**src/verilog/uart_flags_pkg.sv**
```systemverilog
// Package for the serial port flag, divisor and queue block.
// Assumes a single 100 MHz clock domain and an AXI4-Lite register bus.
package uart_flags_pkg;

    // ************************************************************
    // Register offsets (byte addresses)
    // ************************************************************
    localparam logic [7:0] OFS_DATA     = 8'h00;
    localparam logic [7:0] OFS_FLAGS    = 8'h18;
    localparam logic [7:0] OFS_LOWPOWER = 8'h20;
    localparam logic [7:0] OFS_DIV_INT  = 8'h24;
    localparam logic [7:0] OFS_DIV_FRAC = 8'h28;
    localparam logic [7:0] OFS_LINECTL  = 8'h2C;

    // ************************************************************
    // Field positions and reset values
    // ************************************************************
    localparam int BIT_CTS      = 0;
    localparam int BIT_BUSY     = 3;
    localparam int BIT_RX_EMPTY = 4;
    localparam int BIT_TX_FULL  = 5;
    localparam int BIT_RX_FULL  = 6;
    localparam int BIT_TX_EMPTY = 7;
    localparam int BIT_QMODE    = 4;
    localparam logic [15:0] RST_DIV_INT  = 16'h0000;
    localparam logic [5:0]  RST_DIV_FRAC = 6'h00;

    // ************************************************************
    // Queue sizes and bus answers
    // ************************************************************
    localparam int          QDEPTH    = 16;
    localparam logic [4:0]  QFULL_CNT = 5'h10;
    localparam logic [1:0]  SKID_FULL = 2'h2;
    localparam logic [1:0]  RESP_OKAY = 2'h0;
    localparam logic [1:0]  RESP_SLV  = 2'h2;

    // Whole state of the block, registered as one word
    typedef struct packed {
        logic [QDEPTH-1:0][7:0] tx_mem;
        logic [3:0]             tx_rd;
        logic [3:0]             tx_wr;
        logic [4:0]             tx_cnt;
        logic [QDEPTH-1:0][7:0] rx_mem;
        logic [3:0]             rx_rd;
        logic [3:0]             rx_wr;
        logic [4:0]             rx_cnt;
        logic [1:0][7:0]        skid;
        logic [1:0]             skid_cnt;
        logic                   qmode;
        logic [15:0]            div_int;
        logic [5:0]             div_frac;
        logic [15:0]            act_int;
        logic [5:0]             act_frac;
        logic [16:0]            baud_cnt;
        logic [5:0]             acc;
        logic                   extra;
        logic                   tick;
        logic                   aw_got;
        logic [7:0]             aw_addr;
        logic                   w_got;
        logic [31:0]            w_data;
        logic [3:0]             w_strb;
        logic                   bvalid;
        logic [1:0]             bresp;
        logic                   rvalid;
        logic [31:0]            rdata;
        logic [1:0]             rresp;
    } state_s;

endpackage : uart_flags_pkg

```
**src/verilog/uart_flags_and_baud_divisor.sv**
```systemverilog
// Flag register, divisor registers, queues and oversampling tick of
// an asynchronous serial port, reached over AXI4-Lite.
// Assumes the shift logic outside drains TX_*, fills RX_* and reports
// its busy levels; all inputs are synchronous to CLK_I.
//
// Overview of operation
// - Transmit-empty: holding register empty, or queue empty in queued mode.
// - Transmit-empty flag ignores the shift register contents.
// - Receive-full flag: holding register full, or queue completely full.
// - Transmit-full flag: holding register full, or queue completely full.
// - Receive-empty flag: holding register empty, or queue empty.
// - Busy reads one until the whole character has left the shifter.
// - Busy rises once the transmit queue holds anything, enabled or not.
// - Clear-to-send status is the inverse of the active-low modem input.
// - Ring, carrier and data-set-ready positions unsupported; write zero.
// - Low-power dummy register ignores writes and reads zero.
// - Sixteen-bit integer divisor, read-write, resets to zero.
// - Six-bit fractional divisor, read-write, resets to zero.
// - Divisor equals reference clock over sixteen times the bit rate.
// - New divisor takes effect only after the current character ends.
// - Queue mode bit: clear gives one-entry holding registers, set queues.
//
// Chosen here: register access over AXI4-Lite and the register offsets.
`timescale 1ns/100ps
module uart_flags_and_baud_divisor (
    // Clock and reset
    input  wire logic        CLK_I,
    input  wire logic        SYS_RST_I,
    // AXI4-Lite write address and data
    input  wire logic        AWVALID_I,
    output logic             AWREADY_O,
    input  wire logic [7:0]  AWADDR_I,
    input  wire logic        WVALID_I,
    output logic             WREADY_O,
    input  wire logic [31:0] WDATA_I,
    input  wire logic [3:0]  WSTRB_I,
    // AXI4-Lite write response
    output logic             BVALID_O,
    input  wire logic        BREADY_I,
    output logic [1:0]       BRESP_O,
    // AXI4-Lite read
    input  wire logic        ARVALID_I,
    output logic             ARREADY_O,
    input  wire logic [7:0]  ARADDR_I,
    output logic             RVALID_O,
    input  wire logic        RREADY_I,
    output logic [31:0]      RDATA_O,
    output logic [1:0]       RRESP_O,
    // Transmit characters toward the shift register
    output logic             TX_VALID_O,
    input  wire logic        TX_READY_I,
    output logic [7:0]       TX_DATA_O,
    input  wire logic        TX_SHIFT_BUSY_I,
    // Received characters from the shift register
    input  wire logic        RX_VALID_I,
    output logic             RX_READY_O,
    input  wire logic [7:0]  RX_DATA_I,
    input  wire logic        RX_BUSY_I,
    // Modem and timing
    input  wire logic        MODEM_CTS_N_I,
    output logic             QUEUE_MODE_O,
    output logic             BAUD16_TICK_O
);

    // ************************************************************
    // State and derived flags
    // ************************************************************
    uart_flags_pkg::state_s s;
    uart_flags_pkg::state_s next_s;
    logic        tx_empty;
    logic        tx_full;
    logic        rx_empty;
    logic        rx_full;
    logic        tx_busy;
    logic [31:0] flags;
    logic        aw_hs;
    logic        w_hs;
    logic        ar_hs;
    logic        tx_push;
    logic        rx_pop;
    logic        skid_pop;
    logic        skid_push;
    logic        do_write;
    logic [16:0] period;
    logic [6:0]  acc_sum;

    // Full flags depend on the mode: one entry or the full depth
    assign tx_empty = (s.tx_cnt == 5'h00);
    assign rx_empty = (s.rx_cnt == 5'h00);
    assign tx_full  = s.qmode ? (s.tx_cnt == uart_flags_pkg::QFULL_CNT)
                              : !tx_empty;
    assign rx_full  = s.qmode ? (s.rx_cnt == uart_flags_pkg::QFULL_CNT)
                              : !rx_empty;
    // Staged words count as being transmitted, not as queued
    assign tx_busy  = !tx_empty || (s.skid_cnt != 2'h0)
                      || TX_SHIFT_BUSY_I;

    // Flag word; unsupported modem positions read as zero
    always_comb begin
        flags = 32'h0000_0000;
        flags[uart_flags_pkg::BIT_TX_EMPTY] = tx_empty;
        flags[uart_flags_pkg::BIT_RX_FULL]  = rx_full;
        flags[uart_flags_pkg::BIT_TX_FULL]  = tx_full;
        flags[uart_flags_pkg::BIT_RX_EMPTY] = rx_empty;
        flags[uart_flags_pkg::BIT_BUSY]     = tx_busy;
        flags[uart_flags_pkg::BIT_CTS]      = !MODEM_CTS_N_I;
    end

    // ************************************************************
    // Handshakes
    // ************************************************************
    // One write in flight: address and data wait for the response
    assign AWREADY_O  = !s.aw_got && !s.bvalid;
    assign WREADY_O   = !s.w_got && !s.bvalid;
    assign ARREADY_O  = !s.rvalid;
    assign aw_hs      = AWVALID_I && AWREADY_O;
    assign w_hs       = WVALID_I && WREADY_O;
    assign ar_hs      = ARVALID_I && ARREADY_O;
    assign do_write   = s.aw_got && s.w_got;
    assign tx_push    = do_write && (s.aw_addr == uart_flags_pkg::OFS_DATA)
                        && s.w_strb[0] && !tx_full;
    assign rx_pop     = ar_hs && (ARADDR_I == uart_flags_pkg::OFS_DATA)
                        && !rx_empty;
    assign RX_READY_O = !rx_full;
    // Two-entry stage so a stalled shifter never drops a word
    assign TX_VALID_O = (s.skid_cnt != 2'h0);
    assign TX_DATA_O  = s.skid[0];
    assign skid_pop   = TX_VALID_O && TX_READY_I;
    assign skid_push  = !tx_empty && (s.skid_cnt != uart_flags_pkg::SKID_FULL);
    assign period     = {1'b0, s.act_int} + {16'h0000, s.extra};
    assign acc_sum    = {1'b0, s.acc} + {1'b0, s.act_frac};

    // Registered bus and status outputs
    assign BVALID_O      = s.bvalid;
    assign BRESP_O       = s.bresp;
    assign RVALID_O      = s.rvalid;
    assign RDATA_O       = s.rdata;
    assign RRESP_O       = s.rresp;
    assign QUEUE_MODE_O  = s.qmode;
    assign BAUD16_TICK_O = s.tick;

    // ************************************************************
    // Next-state logic
    // ************************************************************
    always_comb begin
        next_s = s;

        // Write channel capture, either order
        if (aw_hs) begin
            next_s.aw_got  = 1'b1;
            next_s.aw_addr = AWADDR_I;
        end
        if (w_hs) begin
            next_s.w_got  = 1'b1;
            next_s.w_data = WDATA_I;
            next_s.w_strb = WSTRB_I;
        end
        if (s.bvalid && BREADY_I) begin
            next_s.bvalid = 1'b0;
        end

        // Register write; a full queue silently drops the character
        if (do_write) begin
            next_s.aw_got = 1'b0;
            next_s.w_got  = 1'b0;
            next_s.bvalid = 1'b1;
            next_s.bresp  = uart_flags_pkg::RESP_OKAY;
            if (s.aw_addr == uart_flags_pkg::OFS_DATA) begin
                if (tx_push) begin
                    next_s.tx_mem[s.tx_wr] = s.w_data[7:0];
                    next_s.tx_wr = s.tx_wr + 4'h1;
                end
            end else if (s.aw_addr == uart_flags_pkg::OFS_DIV_INT) begin
                if (s.w_strb[0]) begin
                    next_s.div_int[7:0] = s.w_data[7:0];
                end
                if (s.w_strb[1]) begin
                    next_s.div_int[15:8] = s.w_data[15:8];
                end
            end else if (s.aw_addr == uart_flags_pkg::OFS_DIV_FRAC) begin
                if (s.w_strb[0]) begin
                    next_s.div_frac = s.w_data[5:0];
                end
            end else if (s.aw_addr == uart_flags_pkg::OFS_LINECTL) begin
                if (s.w_strb[0]) begin
                    next_s.qmode = s.w_data[uart_flags_pkg::BIT_QMODE];
                end
            end else if (s.aw_addr == uart_flags_pkg::OFS_FLAGS) begin
                next_s.bresp = uart_flags_pkg::RESP_OKAY;
            end else if (s.aw_addr == uart_flags_pkg::OFS_LOWPOWER) begin
                next_s.bresp = uart_flags_pkg::RESP_OKAY;
            end else begin
                next_s.bresp = uart_flags_pkg::RESP_SLV;
            end
        end

        // Read channel; data is sampled at the address handshake
        if (s.rvalid && RREADY_I) begin
            next_s.rvalid = 1'b0;
        end
        if (ar_hs) begin
            next_s.rvalid = 1'b1;
            next_s.rresp  = uart_flags_pkg::RESP_OKAY;
            next_s.rdata  = 32'h0000_0000;
            if (ARADDR_I == uart_flags_pkg::OFS_DATA) begin
                if (!rx_empty) begin
                    next_s.rdata[7:0] = s.rx_mem[s.rx_rd];
                end
            end else if (ARADDR_I == uart_flags_pkg::OFS_FLAGS) begin
                next_s.rdata = flags;
            end else if (ARADDR_I == uart_flags_pkg::OFS_LOWPOWER) begin
                next_s.rdata = 32'h0000_0000;
            end else if (ARADDR_I == uart_flags_pkg::OFS_DIV_INT) begin
                next_s.rdata[15:0] = s.div_int;
            end else if (ARADDR_I == uart_flags_pkg::OFS_DIV_FRAC) begin
                next_s.rdata[5:0] = s.div_frac;
            end else if (ARADDR_I == uart_flags_pkg::OFS_LINECTL) begin
                next_s.rdata[uart_flags_pkg::BIT_QMODE] = s.qmode;
            end else begin
                next_s.rresp = uart_flags_pkg::RESP_SLV;
            end
        end

        // Receive queue fill and drain
        if (rx_pop) begin
            next_s.rx_rd = s.rx_rd + 4'h1;
        end
        if (RX_VALID_I && RX_READY_O) begin
            next_s.rx_mem[s.rx_wr] = RX_DATA_I;
            next_s.rx_wr = s.rx_wr + 4'h1;
        end
        next_s.rx_cnt = s.rx_cnt + {4'h0, RX_VALID_I && RX_READY_O}
                        - {4'h0, rx_pop};

        // Transmit queue into the two-entry stage
        if (skid_push) begin
            next_s.tx_rd = s.tx_rd + 4'h1;
        end
        next_s.tx_cnt = s.tx_cnt + {4'h0, tx_push} - {4'h0, skid_push};
        if (skid_pop) begin
            next_s.skid[0] = s.skid[1];
        end
        if (skid_push) begin
            if (s.skid_cnt == 2'h0 || (s.skid_cnt == 2'h1 && skid_pop)) begin
                next_s.skid[0] = s.tx_mem[s.tx_rd];
            end else begin
                next_s.skid[1] = s.tx_mem[s.tx_rd];
            end
        end
        next_s.skid_cnt = s.skid_cnt + {1'b0, skid_push}
                          - {1'b0, skid_pop};

        // Changing the mode flushes both queues
        if (do_write && s.aw_addr == uart_flags_pkg::OFS_LINECTL
            && s.w_strb[0]
            && s.w_data[uart_flags_pkg::BIT_QMODE] != s.qmode) begin
            next_s.tx_rd  = 4'h0;
            next_s.tx_wr  = 4'h0;
            next_s.tx_cnt = 5'h00;
            next_s.rx_rd  = 4'h0;
            next_s.rx_wr  = 4'h0;
            next_s.rx_cnt = 5'h00;
        end

        // Divisor moves into use only between characters
        if (!TX_SHIFT_BUSY_I && !RX_BUSY_I) begin
            next_s.act_int  = s.div_int;
            next_s.act_frac = s.div_frac;
        end

        // Sixteen-times tick; a zero divisor stops it
        next_s.tick = 1'b0;
        if (s.act_int == 16'h0000) begin
            next_s.baud_cnt = 17'h00001;
        end else if (s.baud_cnt >= period) begin
            next_s.tick     = 1'b1;
            next_s.baud_cnt = 17'h00001;
            next_s.acc      = acc_sum[5:0];
            next_s.extra    = acc_sum[6];
        end else begin
            next_s.baud_cnt = s.baud_cnt + 17'h00001;
        end
    end

    // ************************************************************
    // State register
    // ************************************************************
    // Empty queues: both empty flags set, full flags clear; busy and clear-to-send follow their inputs
    always_ff @(posedge CLK_I or posedge SYS_RST_I) begin
        if (SYS_RST_I) begin
            s          <= '0;
            s.div_int  <= uart_flags_pkg::RST_DIV_INT;
            s.div_frac <= uart_flags_pkg::RST_DIV_FRAC;
            s.baud_cnt <= 17'h00001;
        end else begin
            s <= next_s;
        end
    end
endmodule : uart_flags_and_baud_divisor

```
**config.mk**
```make
export PLATFORM = sky130hd
export DESIGN_NAME = uart_flags_and_baud_divisor
export DESIGN_NICKNAME = d
export VERILOG_FILES = /design/src/verilog/uart_flags_pkg.sv /design/src/verilog/uart_flags_and_baud_divisor.sv
export SDC_FILE = /design/constraint.sdc
export NUM_CORES = 1
export LEC_CHECK = 0
export ABC_AREA = 1
export BUFFER_PORTS_ARGS = -buffer_cell sky130_fd_sc_hd__buf_2
export CAP_MARGIN = 20
export CORE_ASPECT_RATIO = 0.5
export CORE_MARGIN = 2
export CORE_UTILIZATION = 55
export CTS_CLUSTER_DIAMETER = 120
export DETAILED_ROUTE_END_ITERATION = 10
export HOLD_SLACK_MARGIN = 0.06
export PLACE_DENSITY_LB_ADDON = 0.15
export REMOVE_ABC_BUFFERS = 1
export SYNTH_ARGS = -nofsm -noshare
export SYNTH_HDL_FRONTEND = slang
export SYNTH_SLANG_ARGS = --single-unit
```
**constraint.sdc**
```tcl
create_clock -name CLK_I -period 13.35 [get_ports CLK_I]
set_clock_uncertainty 0.15 [all_clocks]
set_input_delay 2.0025 -clock CLK_I [delete_from_list [all_inputs] [get_ports CLK_I]]
set_output_delay 2.0025 -clock CLK_I [all_outputs]
set_load 0.05 [all_outputs]
```
After elaboration in Yosys (flattened, before gate mapping)
Index checks and enable logic that the tools add are counted.
- add/subtract/negate cells: 13
- equality and inequality tests: 15
- bitwise operators: 5
- reductions and logical operators: 62
- muxes and demuxes: 58
- order comparisons: 7
- operators with widths (cell ; number):
    128-bit bitwise mux ; 2
    8-bit 2-to-1 mux ; 9
    8-bit binary-select mux with 4-bit select ; 2
    8-bit demux with 4-bit select ; 2
    8-bit by 6-bit equality test with 1-bit output (second input constant) ; 8
    37-bit 2-to-1 mux ; 1
    35-bit 2-to-1 mux ; 1
    17-bit 2-to-1 mux ; 2
    16-bit 2-to-1 mux ; 2
    4-bit 2-to-1 mux ; 7
    13-bit 2-to-1 mux ; 2
    2-bit 2-to-1 mux ; 12
    24-bit 2-to-1 mux ; 1
    1-bit logical AND ; 23
    2-bit nonzero test ; 11
    4-bit by 5-bit less-than comparator with 1-bit output (second input constant) ; 4
    16-bit by 1-bit adder with 17-bit output ; 1
    17-bit by 1-bit adder with 17-bit output (second input constant) ; 1
    17-bit greater-or-equal comparator ; 1
    4-bit by 1-bit adder with 4-bit output (second input constant) ; 4
    8-bit by 5-bit equality test with 1-bit output (second input constant) ; 2
    16-bit zero test ; 1
    8-bit zero test ; 2
    1-bit zero test ; 11
    24 further kinds ; 48
- bits of input ports: 72
- word-level logic and storage cells: 221
- flip-flop bits (word level): 454
- output and inout port bits: 53

Logic depth before layout (Yosys ltp)
Gate-level depths: netlist (run 1).
- word-level depth: 9
- depth in mapped cells: 20
- gate-level depth less buffers: 19

Worst setup path after synthesis (run 1)
OpenSTA, ideal clock, no wires.
- path type: input to register
- start point: input ARADDR_I[1]
- end point: register s[176] (netlist bit)
- path buffers: 1
- setup slack: 8909 ps
- required time: 13129 ps
- arrival: 4220 ps
- cell stages on the path: 15
- library setup time: 71 ps
- cell sequence: nor2_1 -> nand2_1 -> inv_1 -> nand3_1 -> nor3_2 -> buf_2 -> ha_1 -> inv_1 -> ha_1 -> inv_1 -> fa_1 -> o21ai_0 -> a21oi_1 -> xor2_1 -> nor2_1
- RTL lines (what ; RTL line ; text):
    from (decl) ; uart_flags_and_baud_divisor.sv:44 ; input wire logic [7:0] ARADDR_I,
    to (signal assigned) ; uart_flags_and_baud_divisor.sv:296 ; s <= next_s;
    to (decl) ; uart_flags_and_baud_divisor.sv:68 ; uart_flags_pkg::state_s s;

==> key figures, run 1 <==
Status
  • Outcome: finished, final reports clean

Floorplanning
  • Initial Util: 0.559
  • Die width: between 200 and 300 um
  • Site row count: 50
  • I/O pin count: 125
  • Core Area: 0.0375 mm2
  • Die H: approximately 140 um
  • Die area: 0.0399 mm2

Finish
  • Layout area overhead: 7.36%
  • Antenna diodes: 0
  • Fillers: 3377
  • Core Util, Final: 0.601
  • Final #Nets: 2592
  • Finished Cell Area: about 0.023 mm2
  • Register area: 0.0105 mm2
  • Layout cells sized above 1: 0.114
  • Multi-input gate area: 0.00890 mm2

Clock tree
  • CTS tree: yes
  • Worst-path clk slew: around 0.060 ns
  • Num CTS Buffers: 39
  • Post-CTS Setup Repair Bufs: 0
  • Clock Sinks: 418
  • Hold-fix buffer count after cts: 0
  • Root Buffer: clkbuf_16
  • Clk_lat worst skew: 0.54 ns
  • H-tree depth: 2
  • CTS max path bufs: 3
  • Post-cts resize count: 0

Hold path
  • Worst hold path class: flop to flop
  • WHS Path Cells: 2

Synth
  • Post-synthesis async set-or-reset flop share: 1.00
  • Post-Synth Adder-Cell Area: 0.0327
  • Syn Inst Count: between 2000 and 2500
  • Syn Area/Cell: ~8.5 um2
  • Most common cell in the netlist: nand2_1
  • Most frequent cells after synthesis: nand2_1 (595), dfrtp_1 (417), nor2_1 (231)
  • Area leader, netlist: dfrtp_1
  • Number of synthesized flops with an enable pin: 0
  • Post-Synth XOR/XNOR Area: 0.0188
  • Largest family of logic cells by synthesized area: simple AND/OR/NAND/NOR gates
  • Mapped cell area: between 0.02 and 0.025 mm2
  • Yosys cell types: 46
  • Top_reg_cell synth: dfrtp_1
  • Synth top area cells: dfrtp_1 (50%), nand2_1 (11%), o21ai_0 (5.2%)
  • Multiplexer share of the synthesized area: 0.00530
  • Syn. warnings: 0
  • Compound-cell area share of the yosys netlist: 0.149
  • Synthesis-stage register bit count: 418
  • Synth Area in Simple Gates: 0.215
  • Sequential share of the synthesized area: 0.498
  • Synth top area share: 0.497

Routing
  • Top routing layer used: met4
  • Drt initial violations: between 1000 and 1500
  • Met2 wire length: about 23000 um
  • WL/cell: 16.4 um
  • Post-DR vias/cell: 5.39
  • DRT Pass-1 Iters: 5
  • DRC Markers: 0
  • DRT Wirelength: just under 50000 um
  • Post-Route M1 WL: ~23000 um
  • Routed Antenna Nets: 0
  • WL met3: roughly 2100 um
  • Vias post-DR: between 15000 and 20000

Power
  • Clk pwr share: 0.288
  • Flop pwr share: 0.403
  • Sw frac: 0.380
  • Internal: 2.35 mW
  • Sw power: roughly 1.4 mW
  • Pleak: approximately 11 nW
  • Pwr Density: ~170 mW/mm2
  • Peak supply drop: ~0.089 mV
  • Combinational power share: 0.308

Placed design
  • Placed Area: around 0.021 mm2
  • Detail Placement HPWL: ~32000 um
  • Dpl ws: roughly 8.5 ns
  • Port Buf Inserts: 88
  • Routability cong.: 0.862

Worst setup path
  • CP endpoint kind: flop
  • Critical path startpoint category: input pin
  • CP Max Fanout: 13
  • Reg2reg path depth: 19
  • Worst EP required: roughly 14 ns
  • CP arrival: 4.63 ns
  • Critical path class: input pin to flop

STA
  • Period utilization: 0.323
  • Worst Tran Pin Value: between 0.9 and 1 ns
  • RSZ-0062 raised after global routing: false
  • Slew headroom: 0.340
  • Final Hold Viols: 0
  • # setup viols final: 0
  • Min Tclk post-route: between 4 and 5 ns
  • Final Slew Violations: 0
  • Worst hold slack: between 0.3 and 0.4 ns
  • PnR worst setup slack: ~9 ns
  • Peak Freq: roughly 230 MHz

Global route
  • Initial antenna violation count: 0
  • Total global routing overflow: 0
  • Largest net degree at the start of global routing: between 100 and 150
  • First-pass GRT wire length: just over 80000 um
  • Vias in the first global route: 15200
  • Tot GR Track Use: 0.253

Job
  • Max-cap violations: 0
==> layout by cell type (no fill, tap or decap), types with 5 or more instances in the layout <==
cell type	n
nand3_1	104
dfrtp_1	415
ha_1	50
conb_1	18
nor2_4	6
clkbuf_16	40
clkbuf_1	8
nand2_1	595
nand4_2	8
nand4_1	16
o21ai_1	169
o21ai_2	42
inv_2	8
xnor2_1	9
buf_4	15
nand4_4	6
o211ai_1	49
nand2_4	19
nor3_1	16
xor2_1	36
clkbuf_8	7
clkinv_2	10
mux2_2	9
buf_2	88
inv_1	179
nor2_2	5
a21oi_1	71
nor2_1	230
o21ai_0	220
==> registers in the layout, indices dropped and copies added, names as in the netlist <==
name           count
BAUD16_TICK_O      1
BRESP_O            1
BVALID_O           1
QUEUE_MODE_O       1
RDATA_O           16
RRESP_O            1
RVALID_O           1
TX_DATA_O          8
s                388
==> power by group through the flow <==
stage	Combinational (mW)	Clock, mW	Sequential (mW)
global route	1.32	1.17	1.55
finish	1.17	1.09	1.53
global placement	1.15	0	1.55
CTS	1.18	1.11	1.53
floorplan	0.758	0	1.62
detailed placement	1.17	0	1.55
==> worst max-delay path, cell delays in order <==
cell     delay [ns]
buf_2          0.10
nor2_1         0.20
inv_1          0.07
nor3_1         0.25
nand3_1        0.16
nor3_2         0.13
buf_4          0.23
ha_1           0.25
inv_1          0.06
ha_1           0.15
inv_1          0.05
fa_1           0.40
o21ai_0        0.22
a21oi_1        0.11
xor2_1         0.15
nor2_1         0.11
==> path summary, 6_finish.rpt <==
check | from | to | slack (ns)
min in group asynchronous | SYS_RST_I | s[196]$_DFFE_PP0P_ | 1.47
worst min register to register | s[327]$_DFFE_PP0P_ | s[327]$_DFFE_PP0P_ | 0.33
max in group asynchronous | SYS_RST_I | s[351]$_DFFE_PP0P_ | 9.17
worst max-delay path | ARADDR_I[7] | s[176]$_DFF_PP0_ | 9.04
worst max register to register | s[85]$_DFFE_PP0P_ | s[97]$_DFF_PP0_ | 9.50
worst min-delay path | s[327]$_DFFE_PP0P_ | s[327]$_DFFE_PP0P_ | 0.33
==> layer usage <==
metal | track usage | vias up
li1 | - | 8015
met1 | 0.359 | 7780
met2 | 0.418 | 268
met3 | 0.0348 | 68
met4 | 0.0574 | 0
met5 | 0 | -
==> per-stage QoR <==
stage | power, mW | TNS [ns] | instances
5_1_grt | 4.04 | 0 | 2991
3_3_place_gp | 2.70 | 0 | 2917
2_1_floorplan | 2.38 | -181.65 | 2321
3_5_place_dp | 2.72 | 0 | 2918
4_1_cts | 3.82 | 0 | 2989
6_report | 3.80 | 0 | 2991
==> area by class of cell <==
cell class              count  share of cell area
repair buffers            105              0.0263
inverters                 192              0.0323
well taps                 494              0.0274
multi-input cells        1711               0.395
flip-flops and latches    418               0.464
clock buffers              55              0.0500
clock inverters            16             0.00494
==> logic make-up (layout without fill, tap and decap cells) <==
group | count (synthesis) | count (layout)
AO/OA/AOI/OAI | 565 | 565
XOR/XNOR | 45 | 45
adder cells (fa/ha/maj) | 53 | 53
buffers and inverters | 359 | 368
flip-flops | 418 | 418
multiplexers | 10 | 10
other | 1 | 18
AND/OR/NAND/NOR | 1020 | 1020
No activity file was read; power rests on OpenSTA's default activity.
==> run 2, diff against run 1 <==
ABC_AREA = 0   (was 1)
clock period = 3.87 ns   (was 13.35 ns; I/O delays follow)
==> run 2 against run 1 <==
Sequential share of layout area is 0.91 points lower. Core utilization is 0.99 points higher. Clock-buffer cell count is 2 higher. Register-to-register slack worse by 9.2 ns. First-iteration DRC count is 49% lower. Total power grew to 3.4 times the previous value. Sequential power grew to 3.8 times the previous value. Synthesized cell count is 38% lower. Design area is 2.0% higher. Sequential cell count stayed put. Critical path depth is 3 lower. Wire length is 7.8% lower. Largest cell class unchanged. Largest power group unchanged.
==> key figures, run 2 <==
STA
  • Worst Tran Pin Value: 1.11 ns (was 0.988 ns)
  • PnR worst setup slack: 0.338 ns (was 9.04 ns)
  • # setup viols final: 0 (unchanged)
  • Peak Freq: 283 MHz
  • RSZ-0062 raised after global routing: false (unchanged)
  • Min Tclk post-route: between 3 and 4 ns
  • Period utilization: 0.913
  • Final Slew Violations: 0 (unchanged)
  • Worst hold slack: 0.0996 ns (was 0.326 ns)
  • Fin Setup TNS: 0 ns (unchanged)
  • Final Hold Viols: 0 (unchanged)
  • Slew headroom: 0.260 (was 0.340)

Clock tree
  • Root Buffer: clkbuf_16 (unchanged)
  • Worst-path clk slew: 0.07 ns (was 0.06 ns)
  • Clk_lat worst skew: 0.56 ns (was 0.54 ns)
  • CTS tree: yes (unchanged)
  • H-tree depth: 2 (unchanged)
  • Clock Sinks: 418 (unchanged)
  • CTS max path bufs: 3 (unchanged)
  • Num CTS Buffers: 38 (was 39)
  • Post-cts resize count: 0 (unchanged)

Floorplanning
  • Die H: 143 um (was 142 um)
  • Core Area: 0.0377 mm2 (was 0.0375 mm2)
  • I/O pin count: 125 (unchanged)
  • Initial Util: 0.562 (was 0.559)
  • Die width: 281 um (was 280 um)
  • Site row count: 50 (unchanged)
  • Die area: 0.0401 mm2 (was 0.0399 mm2)

Synth
  • Yosys cell types: 70 (was 46)
  • Post-Synth Adder-Cell Area: 0.0324 (was 0.0327)
  • Largest family of logic cells by synthesized area: multiplexers (was simple AND/OR/NAND/NOR gates)
  • Top_reg_cell synth: dfrtp_1 (unchanged)
  • Synthesis-stage register bit count: 418 (unchanged)
  • Multiplexer share of the synthesized area: 0.287 (was 0.00530)
  • Syn Inst Count: 1539 (was 2471)
  • Area leader, netlist: dfrtp_1 (unchanged)
  • Synth Area in Simple Gates: 0.0750 (was 0.215)
  • Most frequent cells after synthesis: dfrtp_1 (417), mux2_2 (174), mux2_4 (168) (was nand2_1 (595), dfrtp_1 (417), nor2_1 (231))
  • Syn. warnings: 0 (unchanged)
  • Sequential share of the synthesized area: 0.495 (was 0.498)
  • Most common cell in the netlist: dfrtp_1 (was nand2_1)
  • Synth top area cells: dfrtp_1 (49%), mux2_4 (12%), mux2_2 (9.3%) (was dfrtp_1 (50%), nand2_1 (11%), o21ai_0 (5.2%))
  • Post-Synth XOR/XNOR Area: 0.0211 (was 0.0188)
  • Post-synthesis async set-or-reset flop share: 1.00 (unchanged)
  • Mapped cell area: 0.0211 mm2 (was 0.0210 mm2)
  • Compound-cell area share of the yosys netlist: 0.0406 (was 0.149)
  • Syn Area/Cell: 13.7 um2 (was 8.50 um2)
  • Synth top area share: 0.493 (was 0.497)
  • Number of synthesized flops with an enable pin: 0 (unchanged)

Finish
  • Layout area overhead: 8.73% (was 7.36%)
  • Multi-input gate area: 0.00972 mm2 (was 0.00890 mm2)
  • Max FFs per register: 388 (unchanged)
  • Final #Nets: 1703 (was 2592)
  • Core Util, Final: 0.611 (was 0.601)
  • Most common cell after layout, fill and taps aside: dfrtp_1 (was nand2_1)
  • Fillers: 2908 (was 3377)
  • Antenna diodes: 0 (unchanged)
  • Register area: 0.0105 mm2 (unchanged)
  • Most frequent cells in the layout: dfrtp_1 (415), mux2_2 (174), mux2_4 (168), buf_2 (88), nor2_1 (72) (was nand2_1 (595), dfrtp_1 (415), nor2_1 (230), o21ai_0 (220), inv_1 (179))
  • Post-Layout Cell Count: 2128 (was 2991)
  • Finished Cell Area: 0.0230 mm2 (was 0.0225 mm2)
  • Layout cells sized above 1: 0.381 (was 0.114)
  • Largest Register: s (unchanged)

Hold path
  • Hold Crit Start: WDATA_I[6] (was s[327]$_DFFE_PP0P_)
  • Worst hold path class: input pin to flop (was flop to flop)

Worst setup path
  • CP Max Fanout: 8 (was 13)
  • Critical path class: flop to flop (was input pin to flop)
  • CP endpoint kind: flop (unchanged)
  • CP arrival: 3.80 ns (was 4.63 ns)
  • Critical path startpoint category: flop (was input pin)
  • Worst EP required: 4.14 ns (was 13.67 ns)
  • Reg2reg start: s[115]$_DFFE_PP0P_ (was s[85]$_DFFE_PP0P_)
  • Crit. Startpoint: s[115]$_DFFE_PP0P_ (was ARADDR_I[7])

Routing
  • Routed Antenna Nets: 0 (unchanged)
  • DRC Markers: 0 (unchanged)
  • Drt initial violations: 708 (was 1376)
  • DRT Pass-1 Iters: 5 (unchanged)
  • WL/cell: 21.3 um (was 16.4 um)
  • DRT Wirelength: 45300 um (was 49100 um)
  • Post-DR vias/cell: 5.76 (was 5.39)
  • Vias post-DR: 12300 (was 16100)

Power
  • Pwr Density: 554 mW/mm2 (was 168 mW/mm2)
  • Pleak: 11.0 nW (was 11.1 nW)
  • Peak supply drop: 0.284 mV (was 0.0892 mV)
  • Total power: 12.7 mW (was 3.80 mW)

Status
  • Outcome: finished, final reports clean (unchanged)

Global route
  • Largest net degree at the start of global routing: 100 (was 120)
  • Total global routing overflow: 0 (unchanged)
  • Vias in the first global route: 13100 (was 15200)
  • Tot GR Track Use: 0.235 (was 0.253)
  • Initial antenna violation count: 0 (unchanged)
  • First-pass GRT wire length: 73700 um (was 80500 um)

Placed design
  • Detail Placement HPWL: 30500 um (was 31800 um)
  • Placed Area: 0.0217 mm2 (was 0.0213 mm2)
  • Routability cong.: 0.846 (was 0.862)
  • Port Buf Inserts: 88 (unchanged)
  • Placed Cells: 2055 (was 2918)
  • Dpl ws: 0.337 ns (was 8.48 ns)

Job
  • Max-cap violations: 0 (unchanged)
run 2: changes by cell type in the layout (fill, tap and decap cells not counted), moves of 60 or more:
cell / previous run / this run
o21ai_0: 220 / 38
mux2_4: 0 / 168
mux2_2: 9 / 174
o21ai_1: 169 / 2
nor2_1: 230 / 72
nand3_1: 104 / 16
nand2_1: 595 / 67
inv_1: 179 / 38
mux4_2: 0 / 60
run 2: cells by family after synthesis:
kind of cell	count (synthesis)
XOR/XNOR	51
AND/OR/NAND/NOR	281
other	1
adder cells (fa/ha/maj)	53
AO/OA/AOI/OAI	137
buffers and inverters	172
flip-flops	418
multiplexers	426
run 2: layer usage:
metal / global-route usage / routed length, um / vias up
met5: 0 / 0 / -
met4: 0.0535 / 818 / 0
met3: 0.0350 / 1480 / 68
met2: 0.400 / 22500 / 222
met1: 0.321 / 20600 / 6438
li1: - / - / 5532
run 2: critical path: stages (launching register included):
cell and delay, ns:
dfrtp_1 0.37, ha_1 0.19, ha_1 0.19, nand3_1 0.18, nor3_1 0.26, nand2b_1 0.14
xor2_1 0.16, ha_1 0.29, nand4_1 0.11, a2111oi_0 0.41, o21ai_1 0.19, a31oi_2 0.22
buf_4 0.20, mux2_2 0.35
run 2: final timing paths:
path                                            to  slack (ns)  cells past startpoint
max in group asynchronous       s[422]$_DFFE_PP0P_        1.96                      5
hold / removal                   s[48]$_DFFE_PP0P_         0.1                      2
min in group asynchronous       s[207]$_DFFE_PP0P_        0.53                      3
setup / recovery                 s[86]$_DFFE_PP0P_        0.34                     13
setup reg to reg                 s[86]$_DFFE_PP0P_        0.34                     13
hold reg to reg            RDATA_O[11]$_DFFE_PP0P_        0.33                      2
run 2: cell type report:
class / instances / share of cell area
inverter: 42 / 0.00718
tap: 520 / 0.0283
clock inverter: 13 / 0.00811
timing repair buffer: 112 / 0.0311
clock buffer: 57 / 0.0475
multi-input combinational: 966 / 0.423
sequential: 418 / 0.455
run 2: what timing repair did:
item,in CTS,in global routing
hold endpoints to repair,27,0
setup buffers,0,0
hold buffers,3,0
run 2: power by group:
group / switching, mW / internal [mW]
logic: 1.64 / 1.38
registers: 0.850 / 4.94
clock network: 1.70 / 2.24
==> run 3, diff against run 2 <==
BUFFER_PORTS_ARGS = not set   (was -buffer_cell sky130_fd_sc_hd__buf_2)
CTS_CLUSTER_DIAMETER = 40   (was 120)
DONT_BUFFER_PORTS = 1   (was not set)
==> run 3 against run 2 <==
Sequential power up 3%. Via count down 2.1%. Non-clock buffer count down 51. Largest power group unchanged. Wire length down 0.61%. Combinational power down 7.3%. Total power up 1.5%. Worst setup slack worse by 0.051 ns. Final cell count down 2.2%. Register-to-register slack worse by 0.05 ns. Design area about the same. Fmax down 1.4%.
==> key figures, run 3 (same netlist as run 2, synthesis figures left out) <==
Routing
  • DRC Markers: 0 (unchanged)
  • WL/cell: 21.6 um (was 21.3 um)
  • Vias post-DR: 12000 (was 12300)
  • Drt initial violations: 735 (was 708)
  • Routed Antenna Nets: 0 (unchanged)
  • Post-DR vias/cell: 5.76 (about the same)
  • DRT Wirelength: 45000 um (was 45300 um)
  • DRT Pass-1 Iters: 5 (unchanged)

Worst setup path
  • CP endpoint kind: flop (unchanged)
  • Critical path class: flop to flop (unchanged)
  • Critical path startpoint category: flop (unchanged)
  • CP Max Fanout: 8 (unchanged)
  • Reg2Reg Setup Slack: 0.29 ns (was 0.34 ns)
  • CP arrival: 3.85 ns (was 3.80 ns)
  • Worst EP required: 4.14 ns (about the same)
  • Reg2reg path depth: 13 (unchanged)

Finish
  • Most frequent cells in the layout: dfrtp_1 (415), mux2_2 (174), mux2_4 (168), nor2_1 (72), nand2_1 (67) (was dfrtp_1 (415), mux2_2 (174), mux2_4 (168), buf_2 (88), nor2_1 (72))
  • Layout area overhead: 8.83% (was 8.73%)
  • Final #Nets: 1655 (was 1703)
  • Most common cell after layout, fill and taps aside: dfrtp_1 (unchanged)
  • Register area: 0.0105 mm2 (unchanged)
  • Multi-input gate area: 0.00972 mm2 (about the same)
  • Fillers: 2853 (was 2908)
  • Largest Register: s (unchanged)
  • Max FFs per register: 388 (unchanged)
  • Layout cells sized above 1: 0.343 (was 0.381)
  • Antenna diodes: 0 (unchanged)

STA
  • Final Hold Viols: 0 (unchanged)
  • Final Slew Violations: 0 (unchanged)
  • Worst Tran Pin Value: 1.07 ns (was 1.11 ns)
  • Slew headroom: 0.284 (was 0.260)
  • RSZ-0062 raised after global routing: false (unchanged)
  • Min Tclk post-route: 3.58 ns (was 3.53 ns)
  • # setup viols final: 0 (unchanged)
  • Period utilization: 0.926 (was 0.913)
  • Fin Setup TNS: 0 ns (unchanged)
  • Peak Freq: 279 MHz (was 283 MHz)
  • PnR worst setup slack: 0.287 ns (was 0.338 ns)

Floorplanning
  • I/O pin count: 125 (unchanged)
  • Initial Util: 0.562 (unchanged)
  • Die width: 281 um (unchanged)
  • Die H: 143 um (unchanged)
  • Core Area: 0.0377 mm2 (unchanged)
  • Site row count: 50 (unchanged)
  • Die area: 0.0401 mm2 (unchanged)

Global route
  • First-pass GRT wire length: 73600 um (was 73700 um)
  • Total global routing overflow: 0 (unchanged)
  • Largest net degree at the start of global routing: 113 (was 100)
  • Tot GR Track Use: 0.234 (was 0.235)
  • Initial antenna violation count: 1 (was 0)
  • Vias in the first global route: 13100 (about the same)

Status
  • Outcome: finished, final reports clean (unchanged)

Power
  • Pwr Density: 562 mW/mm2 (was 554 mW/mm2)
  • Pleak: 10.8 nW (was 11.0 nW)
  • Peak supply drop: 0.335 mV (was 0.284 mV)

Hold path
  • WHS Path Cells: 3 (was 2)
  • Worst hold path class: input pin to flop (unchanged)

Clock tree
  • Clock Sinks: 418 (unchanged)
  • Worst-path clk slew: 0.07 ns (about the same)
  • CTS max path bufs: 3 (unchanged)
  • CTS tree: yes (unchanged)
  • Clk_lat worst skew: 0.54 ns (was 0.56 ns)
  • Root Buffer: clkbuf_16 (unchanged)
  • H-tree depth: 2 (unchanged)
  • Num CTS Buffers: 41 (was 38)

Placed design
  • Port Buf Inserts: 0 (was 88)
  • Routability cong.: 0.801 (was 0.846)
  • Dpl ws: 0.255 ns (was 0.337 ns)
  • Detail Placement HPWL: 29900 um (was 30500 um)

Job
  • Max-cap violations: 0 (unchanged)
## run 3: critical path: stages (launching register included)
cell	delay (ns)
dfrtp_1	0.37
ha_1	0.19
ha_1	0.19
nand3_1	0.17
nor3_1	0.27
nand2b_1	0.15
xor2_1	0.16
ha_1	0.30
nand4_1	0.13
a2111oi_1	0.39
o21ai_1	0.18
a31oi_2	0.21
buf_4	0.23
mux2_2	0.35
## run 3: per-layer routing
| metal | global-route usage | vias to the layer above | wire [um] |
|---|---|---|---|
| met1 | 0.315 | 6305 | 20100 |
| li1 | - | 5438 | - |
| met4 | 0.0560 | 2 | 850 |
| met5 | 0 | - | 13 |
| met2 | 0.397 | 193 | 22200 |
| met3 | 0.0438 | 60 | 1850 |
## run 3: final cells by class
class | count | share of cell area
sequential | 418 | 0.455
multi-input combinational | 966 | 0.422
clock buffer | 55 | 0.0504
tap | 520 | 0.0283
timing repair buffer | 61 | 0.0270
clock inverter | 20 | 0.0101
inverter | 42 | 0.00718
## run 3: path summary, 6_finish.rpt
kind	start	to
max	s[115]$_DFFE_PP0P_	s[89]$_DFFE_PP0P_
min	RX_VALID_I	s[180]$_DFFE_PP0P_
max reg2reg	s[115]$_DFFE_PP0P_	s[89]$_DFFE_PP0P_
min reg2reg	s[166]$_DFFE_PP0P_	s[166]$_DFFE_PP0P_
max in group asynchronous	SYS_RST_I	s[393]$_DFFE_PP0P_
min in group asynchronous	SYS_RST_I	s[187]$_DFFE_PP0P_
## run 3: metrics by stage
stage / utilization / total power, mW / hold slack (ns) / instances / area (um2)
2_1_floorplan: - / 7.88 / 0.299 / 1426 / 20300
3_3_place_gp: 0.564 / 8.60 / 0.317 / 1969 / 21200
3_5_place_dp: 0.564 / 8.78 / 0.329 / 1970 / 21300
4_1_cts: 0.611 / 13.0 / 0.114 / 2082 / 23000
5_1_grt: 0.611 / 13.6 / 0.124 / 2082 / 23000
6_report: 0.611 / 12.9 / 0.131 / 2082 / 23000
## run 3: timing repair
item,4_1_cts,5_1_grt
hold buffers,37,0
endpoints found under the hold margin,244,0
setup endpoints to repair,0,16
buffers inserted,0,0
resized for setup,0,1
## run 3: power breakdown
| group | switching, mW | total (mW) | internal, mW |
|---|---|---|---|
| combinational | 1.45 | 2.79 | 1.35 |
| sequential | 1.03 | 5.97 | 4.94 |
| clock | 1.77 | 4.17 | 2.40 |
